===== src/hw/iosc_cfg.svh =====
/*
  constants for the internal oscillator and system clock control:
  register addresses, field positions, reset values, timing counts.
  assumes inclusion by bare name from the design and bench files.
*/
`ifndef IOSC_CFG_SVH
`define IOSC_CFG_SVH

// special function register addresses
`define IOSC_CTRL_ADDR 8'hB2
`define IOSC_TRIM_ADDR 8'hB3

// control register fields and reset value
`define IOSC_CTRL_RESET 8'h80
`define IOSC_EN_BIT 7
`define IOSC_RDY_BIT 6
`define IOSC_SUSP_BIT 5
`define IOSC_DIV_MSB 1
`define IOSC_DIV_LSB 0
`define IOSC_DIV_RESET 2'h0
`define IOSC_ZERO_FIELD 3'h0

// trim register field
`define IOSC_TRIM_MSB 4
`define IOSC_TRIM_PAD 3'h0

// period change per trim step, parts per million of the base period
`define IOSC_TRIM_STEP_PPM 2500

// timing: clock period and oscillator settle time
`define IOSC_CLK_PERIOD_NS 10
`define IOSC_SETTLE_NS 1000
`define IOSC_SETTLE_CYC \
  ((`IOSC_SETTLE_NS + `IOSC_CLK_PERIOD_NS - 1) / `IOSC_CLK_PERIOD_NS)

`endif


===== src/hw/iosc_pkg.sv =====
/*
  types for the internal oscillator and system clock control.
  assumes iosc_cfg.svh for all numeric constants.
*/
package iosc_pkg;

  // register port request from the core
  typedef struct packed {
    logic [7:0] addr;
    logic wrEn;
    logic rdEn;
    logic [7:0] wrData;
  } iosc_sfr_req_s;

  // software-visible control fields
  typedef struct packed {
    logic enable;
    logic [1:0] divSel;
  } iosc_ctrl_s;

  // system clock sources
  typedef enum logic [1:0] {
    SYS_SRC_INT,
    SYS_SRC_EXT,
    SYS_SRC_MULT_HALF
  } iosc_sys_src_e;

  // usb clock sources
  typedef enum logic [1:0] {
    USB_SRC_INT,
    USB_SRC_EXT,
    USB_SRC_MULT
  } iosc_usb_src_e;

  // oscillator state
  typedef enum logic [1:0] {
    OSC_STOPPED,
    OSC_SETTLING,
    OSC_READY,
    OSC_SUSPENDED
  } iosc_state_e;

endpackage : iosc_pkg


===== src/hw/iosc_trim_store.sv =====
/*
  holds the five-bit oscillator trim value.
  assumes factoryValue is stable while reset is held; the stored
  value is presented straight from its register.
*/
`timescale 1ns/100ps
`include "iosc_cfg.svh"

module iosc_trim_store
  import iosc_pkg::*;
(
  input wire logic sys_clk,
  input wire logic reset_n,
  input wire logic [`IOSC_TRIM_MSB:0] factoryValue,
  input wire logic wrEn,
  input wire logic [`IOSC_TRIM_MSB:0] wrData,
  output logic [`IOSC_TRIM_MSB:0] trimValue
);

  logic [`IOSC_TRIM_MSB:0] trim_reg;
  logic [`IOSC_TRIM_MSB:0] trim_next;

  // reload factory value on every reset, software writes otherwise
  always_comb begin
    if (!reset_n) begin
      trim_next = factoryValue; // see (RULE_12)
    end else if (wrEn) begin
      trim_next = wrData; // see (RULE_15)
    end else begin
      trim_next = trim_reg;
    end
  end

  always_ff @(posedge sys_clk) begin
    trim_reg <= trim_next;
  end

  assign trimValue = trim_reg;

endmodule : iosc_trim_store


===== src/hw/iosc_system_clock_control.sv =====
/*
  internal oscillator control: registers, enable, ready, suspend,
  resume event, system clock divider and clock source selection.
  assumes a byte-wide register port on sys_clk, async pins, static trim.
  // Operation
  // (RULE_01) reset selects internal oscillator for system clock
  // (RULE_02) system clock: internal, external, multiplier halved
  // (RULE_03) usb clock: internal, external or multiplier
  // (RULE_04) bits 1:0 divide by 8, 4, 2, 1
  // (RULE_05) divider defaults to divide by eight
  // (RULE_06) bit 7 runs or stops oscillator, resets 1
  // (RULE_07) writing 1 to bit 5 suspends oscillator
  // (RULE_08) suspend ends on usb activity or supply match
  // (RULE_09) usb activity in suspend raises resume event
  // (RULE_10) software re-enables transceiver after resume event
  // (RULE_11) one trim step shifts period about 0.0025
  // (RULE_12) every reset reloads factory trim value
  // (RULE_13) software keeps adjusted trim within 0 to 31
  // (RULE_14) modified trim forbids internal usb clock
  // (RULE_15) trim register bits 4:0 hold trim value
  // (RULE_16) trim contents undefined during clock recovery
  // (RULE_17) bit 6 reads 1 when oscillator stable
  // (RULE_18) bits 4:2 read zero, writes ignored
*/
`timescale 1ns/100ps
`include "iosc_cfg.svh"

module iosc_system_clock_control
  import iosc_pkg::*;
(
  input wire logic sys_clk,
  input wire logic reset_n,
  input wire iosc_sfr_req_s sfrReq,
  input wire logic usbNonIdleAsync,
  input wire logic vbusLevelAsync,
  input wire logic vbusPolaritySelect,
  input wire logic clockRecoveryEn,
  input wire logic [`IOSC_TRIM_MSB:0] factoryTrim,
  input wire logic [1:0] sysclkSourceReq,
  input wire logic [1:0] usbClockReq,
  output logic [7:0] sfrRdData,
  output logic intOscRun,
  output logic intOscFreqReady,
  output logic sysclkTick,
  output iosc_sys_src_e sysclkSource,
  output iosc_usb_src_e usbClockSource,
  output logic [`IOSC_TRIM_MSB:0] trimValue,
  output logic signed [5:0] trimDelta,
  output logic trimModified,
  output logic resumeIrq
);

  localparam int SettleCycles = `IOSC_SETTLE_CYC;
  localparam logic [7:0] SettleLast = 8'(SettleCycles - 1);

  // pin synchronisers: first stage feeds only the second
  logic usbSync1_reg, usbSync2_reg, usbSync3_reg;
  logic vbusSync1_reg, vbusSync2_reg;
  logic [`IOSC_TRIM_MSB:0] factSync1_reg, factSync2_reg;

  // factory value is not reset so it is valid while reset is held
  always_ff @(posedge sys_clk) begin
    factSync1_reg <= factoryTrim;
    factSync2_reg <= factSync1_reg;
    if (!reset_n) begin
      usbSync1_reg <= 1'b0;
      usbSync2_reg <= 1'b0;
      usbSync3_reg <= 1'b0;
      vbusSync1_reg <= 1'b0;
      vbusSync2_reg <= 1'b0;
    end else begin
      usbSync1_reg <= usbNonIdleAsync;
      usbSync2_reg <= usbSync1_reg;
      usbSync3_reg <= usbSync2_reg;
      vbusSync1_reg <= vbusLevelAsync;
      vbusSync2_reg <= vbusSync1_reg;
    end
  end

  logic nonIdleRise, vbusMatch, wake;
  logic wrCtrl, wrTrim;

  // transceiver activity is watched in every state, suspend included
  assign nonIdleRise = usbSync2_reg & ~usbSync3_reg; // see (RULE_09)
  assign vbusMatch = (vbusSync2_reg == vbusPolaritySelect);
  assign wake = nonIdleRise | vbusMatch; // see (RULE_08)
  assign wrCtrl = sfrReq.wrEn && (sfrReq.addr == `IOSC_CTRL_ADDR);
  // trim is owned by clock recovery while it runs
  assign wrTrim = sfrReq.wrEn && (sfrReq.addr == `IOSC_TRIM_ADDR)
                  && !clockRecoveryEn; // see (RULE_16)

  // control register and suspend flag
  iosc_ctrl_s ctrl_reg, ctrl_next;
  logic suspend_reg, suspend_next;
  always_comb begin
    ctrl_next = ctrl_reg;
    if (wrCtrl) begin
      ctrl_next.enable = sfrReq.wrData[`IOSC_EN_BIT]; // see (RULE_06)
      ctrl_next.divSel =
        sfrReq.wrData[`IOSC_DIV_MSB:`IOSC_DIV_LSB]; // see (RULE_04)
    end
    // a suspend write in the wake cycle still takes effect
    suspend_next = (suspend_reg & ~wake)
                 | (wrCtrl & sfrReq.wrData[`IOSC_SUSP_BIT]); // see (RULE_07)
  end

  always_ff @(posedge sys_clk) begin
    if (!reset_n) begin
      ctrl_reg.enable <= 1'(`IOSC_CTRL_RESET >> `IOSC_EN_BIT); // see (RULE_06)
      ctrl_reg.divSel <= `IOSC_DIV_RESET; // see (RULE_05)
      suspend_reg <= 1'b0;
    end else begin
      ctrl_reg <= ctrl_next;
      suspend_reg <= suspend_next;
    end
  end

  // oscillator state machine with settle counter
  iosc_state_e state_reg, state_next;
  logic [7:0] settle_reg, settle_next;
  logic run_next;
  always_comb begin
    state_next = state_reg;
    settle_next = settle_reg;
    case (state_reg)
      OSC_STOPPED: begin
        settle_next = 8'h00;
        if (suspend_reg) begin
          state_next = OSC_SUSPENDED;
        end else if (ctrl_reg.enable) begin
          state_next = OSC_SETTLING;
        end
      end
      OSC_SETTLING: begin
        settle_next = settle_reg + 8'h01;
        if (!ctrl_reg.enable) begin
          state_next = OSC_STOPPED; // see (RULE_06)
        end else if (suspend_reg) begin
          state_next = OSC_SUSPENDED; // see (RULE_07)
        end else if (settle_reg == SettleLast) begin
          state_next = OSC_READY; // see (RULE_17)
        end
      end
      OSC_READY: begin
        if (!ctrl_reg.enable) begin
          state_next = OSC_STOPPED;
        end else if (suspend_reg) begin
          state_next = OSC_SUSPENDED;
        end
      end
      OSC_SUSPENDED: begin
        settle_next = 8'h00;
        // stays stopped until activity or a matching supply level
        if (!suspend_reg) begin
          state_next = ctrl_reg.enable ? OSC_SETTLING
                                       : OSC_STOPPED; // see (RULE_08)
        end
      end
      default: begin
        state_next = OSC_STOPPED;
        settle_next = 8'h00;
      end
    endcase
    run_next = (state_next == OSC_SETTLING) || (state_next == OSC_READY);
  end

  always_ff @(posedge sys_clk) begin
    if (!reset_n) begin
      state_reg <= OSC_STOPPED;
      settle_reg <= 8'h00;
    end else begin
      state_reg <= state_next;
      settle_reg <= settle_next;
    end
  end

  // divider: limit is ratio minus one, 7, 3, 1 or 0
  logic [2:0] div_reg, div_next, divLimit;
  logic tick_next;
  always_comb begin
    divLimit = 3'h7 >> ctrl_reg.divSel; // see (RULE_04)
    tick_next = 1'b0;
    div_next = 3'h0;
    if (intOscRun) begin
      if (div_reg >= divLimit) begin
        tick_next = 1'b1;
      end else begin
        div_next = div_reg + 3'h1;
      end
    end
  end

  // clock source selection; unknown request codes are ignored
  iosc_sys_src_e sysSrc_next;
  iosc_usb_src_e usbSrc_next;
  always_comb begin
    case (sysclkSourceReq)
      2'h0: sysSrc_next = SYS_SRC_INT; // see (RULE_02)
      2'h1: sysSrc_next = SYS_SRC_EXT;
      2'h2: sysSrc_next = SYS_SRC_MULT_HALF;
      default: sysSrc_next = sysclkSource;
    endcase
    case (usbClockReq)
      2'h0: usbSrc_next = USB_SRC_INT; // see (RULE_03)
      2'h1: usbSrc_next = USB_SRC_EXT;
      2'h2: usbSrc_next = USB_SRC_MULT;
      default: usbSrc_next = usbClockSource;
    endcase
  end

  // trim store and the factory reference kept for the delta
  logic [`IOSC_TRIM_MSB:0] factRef_reg, factRef_next;
  iosc_trim_store trimStore (
    .sys_clk(sys_clk),
    .reset_n(reset_n),
    .factoryValue(factSync2_reg),
    .wrEn(wrTrim),
    .wrData(sfrReq.wrData[`IOSC_TRIM_MSB:0]),
    .trimValue(trimValue)
  );
  assign factRef_next = reset_n ? factRef_reg : factSync2_reg;

  // read data and status outputs
  logic [7:0] rd_next;
  logic signed [5:0] delta_next;
  logic modified_next;
  always_comb begin
    rd_next = sfrRdData;
    if (sfrReq.rdEn) begin
      case (sfrReq.addr)
        `IOSC_CTRL_ADDR: rd_next = {ctrl_reg.enable, intOscFreqReady,
                                    suspend_reg, `IOSC_ZERO_FIELD,
                                    ctrl_reg.divSel}; // see (RULE_18)
        `IOSC_TRIM_ADDR: rd_next = clockRecoveryEn ? 8'h00
                         : {`IOSC_TRIM_PAD, trimValue}; // see (RULE_16)
        default: rd_next = 8'h00;
      endcase
    end
    // period change is this delta times the per-step fraction
    delta_next = $signed({1'b0, trimValue})
               - $signed({1'b0, factRef_reg}); // see (RULE_11)
    // flags that the oscillator is no longer a valid usb clock
    modified_next = trimModified | wrTrim; // see (RULE_14)
  end

  always_ff @(posedge sys_clk) begin
    if (!reset_n) begin
      div_reg <= 3'h0;
      sysclkTick <= 1'b0;
      intOscRun <= 1'b0;
      intOscFreqReady <= 1'b0;
      sysclkSource <= SYS_SRC_INT; // see (RULE_01)
      usbClockSource <= USB_SRC_INT;
      sfrRdData <= 8'h00;
      trimDelta <= 6'sh00;
      trimModified <= 1'b0;
      resumeIrq <= 1'b0;
      factRef_reg <= factRef_next;
    end else begin
      div_reg <= div_next;
      sysclkTick <= tick_next;
      intOscRun <= run_next;
      intOscFreqReady <= (state_next == OSC_READY); // see (RULE_17)
      sysclkSource <= sysSrc_next;
      usbClockSource <= usbSrc_next;
      sfrRdData <= rd_next;
      trimDelta <= delta_next;
      trimModified <= modified_next;
      resumeIrq <= nonIdleRise & suspend_reg; // see (RULE_09)
      factRef_reg <= factRef_next;
    end
  end

  // helper: consecutive cycles the oscillator has been running
  logic [7:0] runCount_reg;
  always_ff @(posedge sys_clk) begin
    if (!reset_n || !intOscRun) begin
      runCount_reg <= 8'h00;
    end else if (runCount_reg != 8'hFF) begin
      runCount_reg <= runCount_reg + 8'h01;
    end
  end
endmodule : iosc_system_clock_control


===== config.mk =====
export PLATFORM = sky130hd
export DESIGN_NAME = iosc_system_clock_control
export DESIGN_NICKNAME = d
export VERILOG_FILES = /design/src/hw/iosc_pkg.sv /design/src/hw/iosc_trim_store.sv /design/src/hw/iosc_system_clock_control.sv
export VERILOG_INCLUDE_DIRS = /design/src /design/src/hw
export SDC_FILE = /design/constraint.sdc
export NUM_CORES = 1
export LEC_CHECK = 0
export BUFFER_PORTS_ARGS = -buffer_cell sky130_fd_sc_hd__buf_2
export CAP_MARGIN = 10
export CORE_AREA = 2 2 86 63
export CTS_BUF_LIST = sky130_fd_sc_hd__clkbuf_8
export DETAILED_ROUTE_END_ITERATION = 8
export DIE_AREA = 0 0 88 65
export PLACE_DENSITY = 0.77
export REMOVE_ABC_BUFFERS = 1
export SLEW_MARGIN = 25
export SYNTH_ARGS = -nofsm -noshare
export SYNTH_HDL_FRONTEND = slang
export SYNTH_SLANG_ARGS = --single-unit

===== constraint.sdc =====
create_clock -name sys_clk -period 2.6 [get_ports sys_clk]
set_clock_uncertainty 0.1 [all_clocks]
set_input_delay 0.52 -clock sys_clk [delete_from_list [all_inputs] [get_ports sys_clk]]
set_output_delay 0.52 -clock sys_clk [all_outputs]
set_load 0.005 [all_outputs]

==> results.cfg, run 1 <==
[clock_network]
path_clk_slew_ns = 0.07
cts_buffers = 9
hold_buffers = 0
postCtsResizedCells = 0
tritoncts = yes
clk_latency_ns = 0.33
cts_sinks = 65
cts_buffer_depth = 2
post_cts.repair.setup_buffers = 0
htreeDepth = 3
cts_root_buffer = clkbuf_8

[worst_setup_path]
worstSetupPathType = reg2reg
r2r.worst_path.cells = 7
cp-end-kind = register
reg2reg_slack_ns = 0.63
cp_common_cell = ha_1
critPathTopFamily = compound AO/OA/AOI/OAI gates
crit_cells = 7
slowest_delay_ns = 0.45
slowest_stage = dfxtp_1
cp_cell_sequence = inv_1 > ha_1 > o21ai_0 > a21boi_0 > o221ai_2 > ha_1 > nor2_1
critPathLaunchType = register
reg2reg_to = intOscRun
critPathCapture = intOscRun
worstReg2RegStart = state_reg[0]
cp_max_fo = 7
arrival_ns = 2.14
cp-startpoint = state_reg[0]
cp.required_ns = 2.76
critPathBufInv = 1

[synth]
ys.flop_type = dfxtp_1
synth_cell_type_count = 44
ys_async_sr_fraction_pct = 0
yosys-top-cells-area = dfxtp_1 42%, edfxtp_1 11%, ha_1 7.6%, a21oi_1 3.2%, inv_1 2.7%
synth-edff-count = 10
synthDominantCellAreaShare_pct = 42.0
ys_seq_area_share_pct = 53.4
synth_warnings = 0
postSynthAreaPerCell_um2 = 10.3
yosys.area.top_type = dfxtp_1
synth_top_cells_by_count = 55 x dfxtp_1, 19 x inv_1, 17 x a21oi_1, 17 x nand2_1, 16 x ha_1
synthCells = 254
synth_most_common_cell = dfxtp_1
syn_area_um2 = 2620
ys_ff_latch = 65

[layout]
nNetsFinal = 371
filler_cell_count = 417
drive_above_1_share_pct = 26.4
n_antenna_cell = 0
synthToLayoutAreaGrowth_pct = 21.9
final_area_um2 = 3200

[global_routing]
antenna_found_initial = 0
grt_pass1_vias = 1731
grt_pass1_wl_mm = 7.89
overflow = 0
track_usage_pct = 18.7
grt_max_degree = 17

[sta]
hold_viol = 0
max_freq_mhz = 506
setup_violations = 0
period_share_pct = 75.9
slew_viol_final = 0
rsz0062_at_grt = false
period_needed_ns = 1.97
fin_setup_tns_ns = 0
tightest_slew_ns = 0.554
max_slew_margin_pct = 62.8

[detailed_routing]
drtPass1Iterations = 4
via_count = 1940
final_antenna_net_count = 0
wl_per_cell_um = 12.2
first_iter_violations = 82
routed_wl_mm = 4.88
drc = 0
via_per_inst = 4.87

[pwr]
max-vdd-ir-drop_mv = 0.461
p_leak_nw = 1.41
p_per_area_nw_per_um2 = 645

[placed_design]
hpwlAfterDp_mm = 3.63
gp_congestion = 0.823
place_area_um2 = 3010
numPortBuffers = 59

[die]
placementRows = 22
die-height_um = 65
core-area_um2 = 4980
initial_utilization_pct = 52.7
num_io_pins = 61
die_area_um2 = 5720
die_w_um = 88

[job]
maxCapViolations = 0

[min_path]
hp-class = in2reg
hold_start = factoryTrim[4]

[outcome]
status = finished, final reports clean
[per-stage QoR]
step                      std cells  util, %  power, mW  setup slack [ns]  hold slack [ns]
after CTS                       398     64.2       2.09             0.627            0.161
after detailed placement        382     60.3       1.27             0.609            0.213
after floorplan                 249        -       1.19             0.813            0.210
final                           398     64.2       2.06             0.625            0.179
after global routing            398     64.2       2.16             0.472            0.158
after global placement          382     60.3       1.27             0.626            0.210
[layer usage]
metal  track usage [%]  wire length, um
met5                 0                0
met4              9.04               78
met3              6.75              314
met2              27.9             2150
met1              23.9             2340
[where the power goes]
| part | leakage (nW) | switching [mW] | internal, mW |
|---|---|---|---|
| Clock | 0.105 | 0.374 | 0.442 |
| Combinational | 0.760 | 0.0853 | 0.0780 |
| Sequential | 0.550 | 0.0202 | 1.06 |
| Total | 1.41 | 0.480 | 1.58 |
[cells in the final DEF (no fill, tap or decap), types with 4 or more instances in the layout]
| cell type | n |
|---|---|
| a21oi_1 | 17 |
| and2_1 | 9 |
| buf_2 | 59 |
| clkbuf_8 | 9 |
| dfxtp_1 | 55 |
| edfxtp_1 | 10 |
| ha_1 | 16 |
| inv_1 | 20 |
| mux2_2 | 4 |
| nand2_1 | 17 |
| nand2b_1 | 9 |
| nand3_1 | 11 |
| nand4_1 | 4 |
| nor2_1 | 13 |
| nor2b_1 | 7 |
| nor3_1 | 4 |
| o21ai_0 | 12 |
| xnor2_1 | 5 |
| xor2_1 | 4 |
[logic make-up after synthesis]
logic type	Yosys count	synth area share, %
and+or+nand+nor	86	18.6
adders and majority gates	17	8.39
muxes	5	2.10
xor gates and xnor gates	9	3.00
AOI/OAI and AO/OA	47	10.9
DFF	65	53.4
buffers and inverters	25	3.58
[area by class of cell]
cell class                      count  area [um2]  share of cell area [%]
Sequential cell                    65        1400                    43.8
Multi-Input combinational cell    164        1130                    35.3
Timing Repair Buffer               61         310                    9.70
Clock buffer                        9         124                    3.87
Tap cell                           72        90.1                    2.82
Inverter                           20        75.1                    2.35
Clock inverter                      7        70.1                    2.19
[worst min-delay path by stage]
stage	end	slack, ns	cells after the start
6_report	factSync1_reg[4]	0.18	1
5_1_grt	factSync1_reg[3]	0.16	1
4_1_cts	factSync1_reg[4]	0.16	1
3_5_place_dp	factSync2_reg[4]	0.21	0
3_3_place_gp	factSync2_reg[1]	0.21	0
2_1_floorplan	factSync2_reg[0]	0.21	0
Note: power is estimated with default switching activity, not from simulation.
==> run 2, diff against run 1 <==
==> constraint.sdc (replaced) <==
create_clock -name sys_clk -period 2 [get_ports sys_clk]
set_clock_uncertainty 0.1 [all_clocks]
set_input_delay 0.4 -clock sys_clk [delete_from_list [all_inputs] [get_ports sys_clk]]
set_output_delay 0.4 -clock sys_clk [all_outputs]
set_load 0.005 [all_outputs]
==> run 2 against run 1 <==
Register-to-register slack got worse by 0.55 ns. Maximum frequency increased by 2.6%. Die area unchanged. Core utilization increased by 1.9 points. Critical path depth unchanged. First-iteration DRC count increased by 1.2%.
==> results.cfg, run 2 (synthesis results as in run 1) <==
[sta]
slew_viol_final = 0
fin_setup_tns_ns = 0
hold_viol = 0
setup_violations = 0
setup_slack_ns = 0.0755
hold_ws_ns = 0.0511
period_share_pct = 96.2
period_needed_ns = 1.92
max_freq_mhz = 520
max_slew_margin_pct = 73.7
rsz0062_at_grt = false
tightest_slew_ns = 0.391

[clock_network]
cts_buffer_depth = 2
clk_latency_ns = 0.34
tritoncts = yes
path_clk_slew_ns = 0.07
htreeDepth = 3
hold_buffers = 0
cts_sinks = 65
cts_buffers = 9
cts_root_buffer = clkbuf_8

[layout]
fin_cells = 406
mostFrequentLayoutCells = 59 x buf_2, 55 x dfxtp_1, 19 x inv_1, 17 x nand2_1, 17 x a21oi_1
synthToLayoutAreaGrowth_pct = 25.6
drive_above_1_share_pct = 28.7
final_area_um2 = 3290
final_util_pct = 66.1
mostFrequentLayoutCell = buf_2
nNetsFinal = 379
n_antenna_cell = 0

[placed_design]
dp_cells = 389
pre_cts_slack_ns = 0.114
hpwlAfterDp_mm = 3.81
place_area_um2 = 3060
gp_congestion = 0.843
numPortBuffers = 59

[worst_setup_path]
worstSetupPathType = reg2reg
cp.required_ns = 2.13
cp-end-kind = register
critPathLaunchType = register
cp_max_fo = 8
worstReg2RegStart = state_reg[1]
cp-startpoint = state_reg[1]
arrival_ns = 2.06

[detailed_routing]
via_per_inst = 4.94
routed_wl_mm = 5.13
wl_met3_um = 358
m1WireLength_mm = 2.42
drtPass1Iterations = 4
wl_per_cell_um = 12.6
via_count = 2005
routed-wl-met2_mm = 2.32
drc = 0
routed.top_layer = met4
first_iter_violations = 83
final_antenna_net_count = 0

[pwr]
p_per_area_nw_per_um2 = 872
total_power_mw = 2.87
p_leak_nw = 1.46
max-vdd-ir-drop_mv = 0.840

[die]
die-height_um = 65
num_io_pins = 61
initial_utilization_pct = 52.7
placementRows = 22
die_w_um = 88
die_area_um2 = 5720
core-area_um2 = 4980

[global_routing]
overflow = 0
antenna_found_initial = 0
grt_pass1_wl_mm = 8.51
grt_max_degree = 20
grt_pass1_vias = 1890
track_usage_pct = 20.3

[outcome]
status = finished, final reports clean

[job]
maxCapViolations = 0

[min_path]
hp-class = in2reg
hold_start = factoryTrim[1]
==> run 2: cell count changes in the layout (fill, tap and decap cells not counted) <==
cell and delta:
clkinvlp_4 +1, fa_2 +1, bufinv_16 +1, buf_4 +8, clkinv_2 -2, clkinv_4 +1
inv_1 -1, fa_1 -1
==> run 2: worst paths after layout <==
kind	cells past startpoint	slack (ns)	endpoint
setup / recovery	7	0.08	intOscFreqReady
setup reg to reg	7	0.08	intOscFreqReady
hold / removal	1	0.05	factSync1_reg[1]
hold reg to reg	0	0.23	factSync2_reg[1]
==> run 2: layout make-up <==
class	instances	area [um2]
fill	406	1690
sequential	65	1400
multi-input combinational	164	1130
timing repair buffer	69	370
clock buffer	9	124
clock inverter	7	103
tap	72	90.1
inverter	20	75.1
==> run 2: critical path, cell delays in order (launching register included) <==
cell and delay, ns:
dfxtp_1 0.46, inv_1 0.10, ha_1 0.22, o21ai_0 0.20, a21boi_0 0.25, o221ai_2 0.14, ha_1 0.19, and2_1 0.16
==> run 2: metal layers <==
metal	vias to the layer above	track usage, %
met3	4	10.2
met1	914	26.2
met2	59	29.8
li1	1028	-
met5	-	0
met4	0	5.77
==> run 2: what timing repair did <==
action	in CTS	in global routing
setup endpoints to repair	0	1
gates resized for setup	0	1
buffers inserted	0	1
==> run 2: power breakdown <==
group / internal (mW) / leakage [nW] / switching (mW) / total [mW]
logic: 0.111 / 0.800 / 0.118 / 0.229
clock network: 0.711 / 0.110 / 0.526 / 1.24
registers: 1.38 / 0.550 / 0.0248 / 1.41
total: 2.20 / 1.46 / 0.669 / 2.87
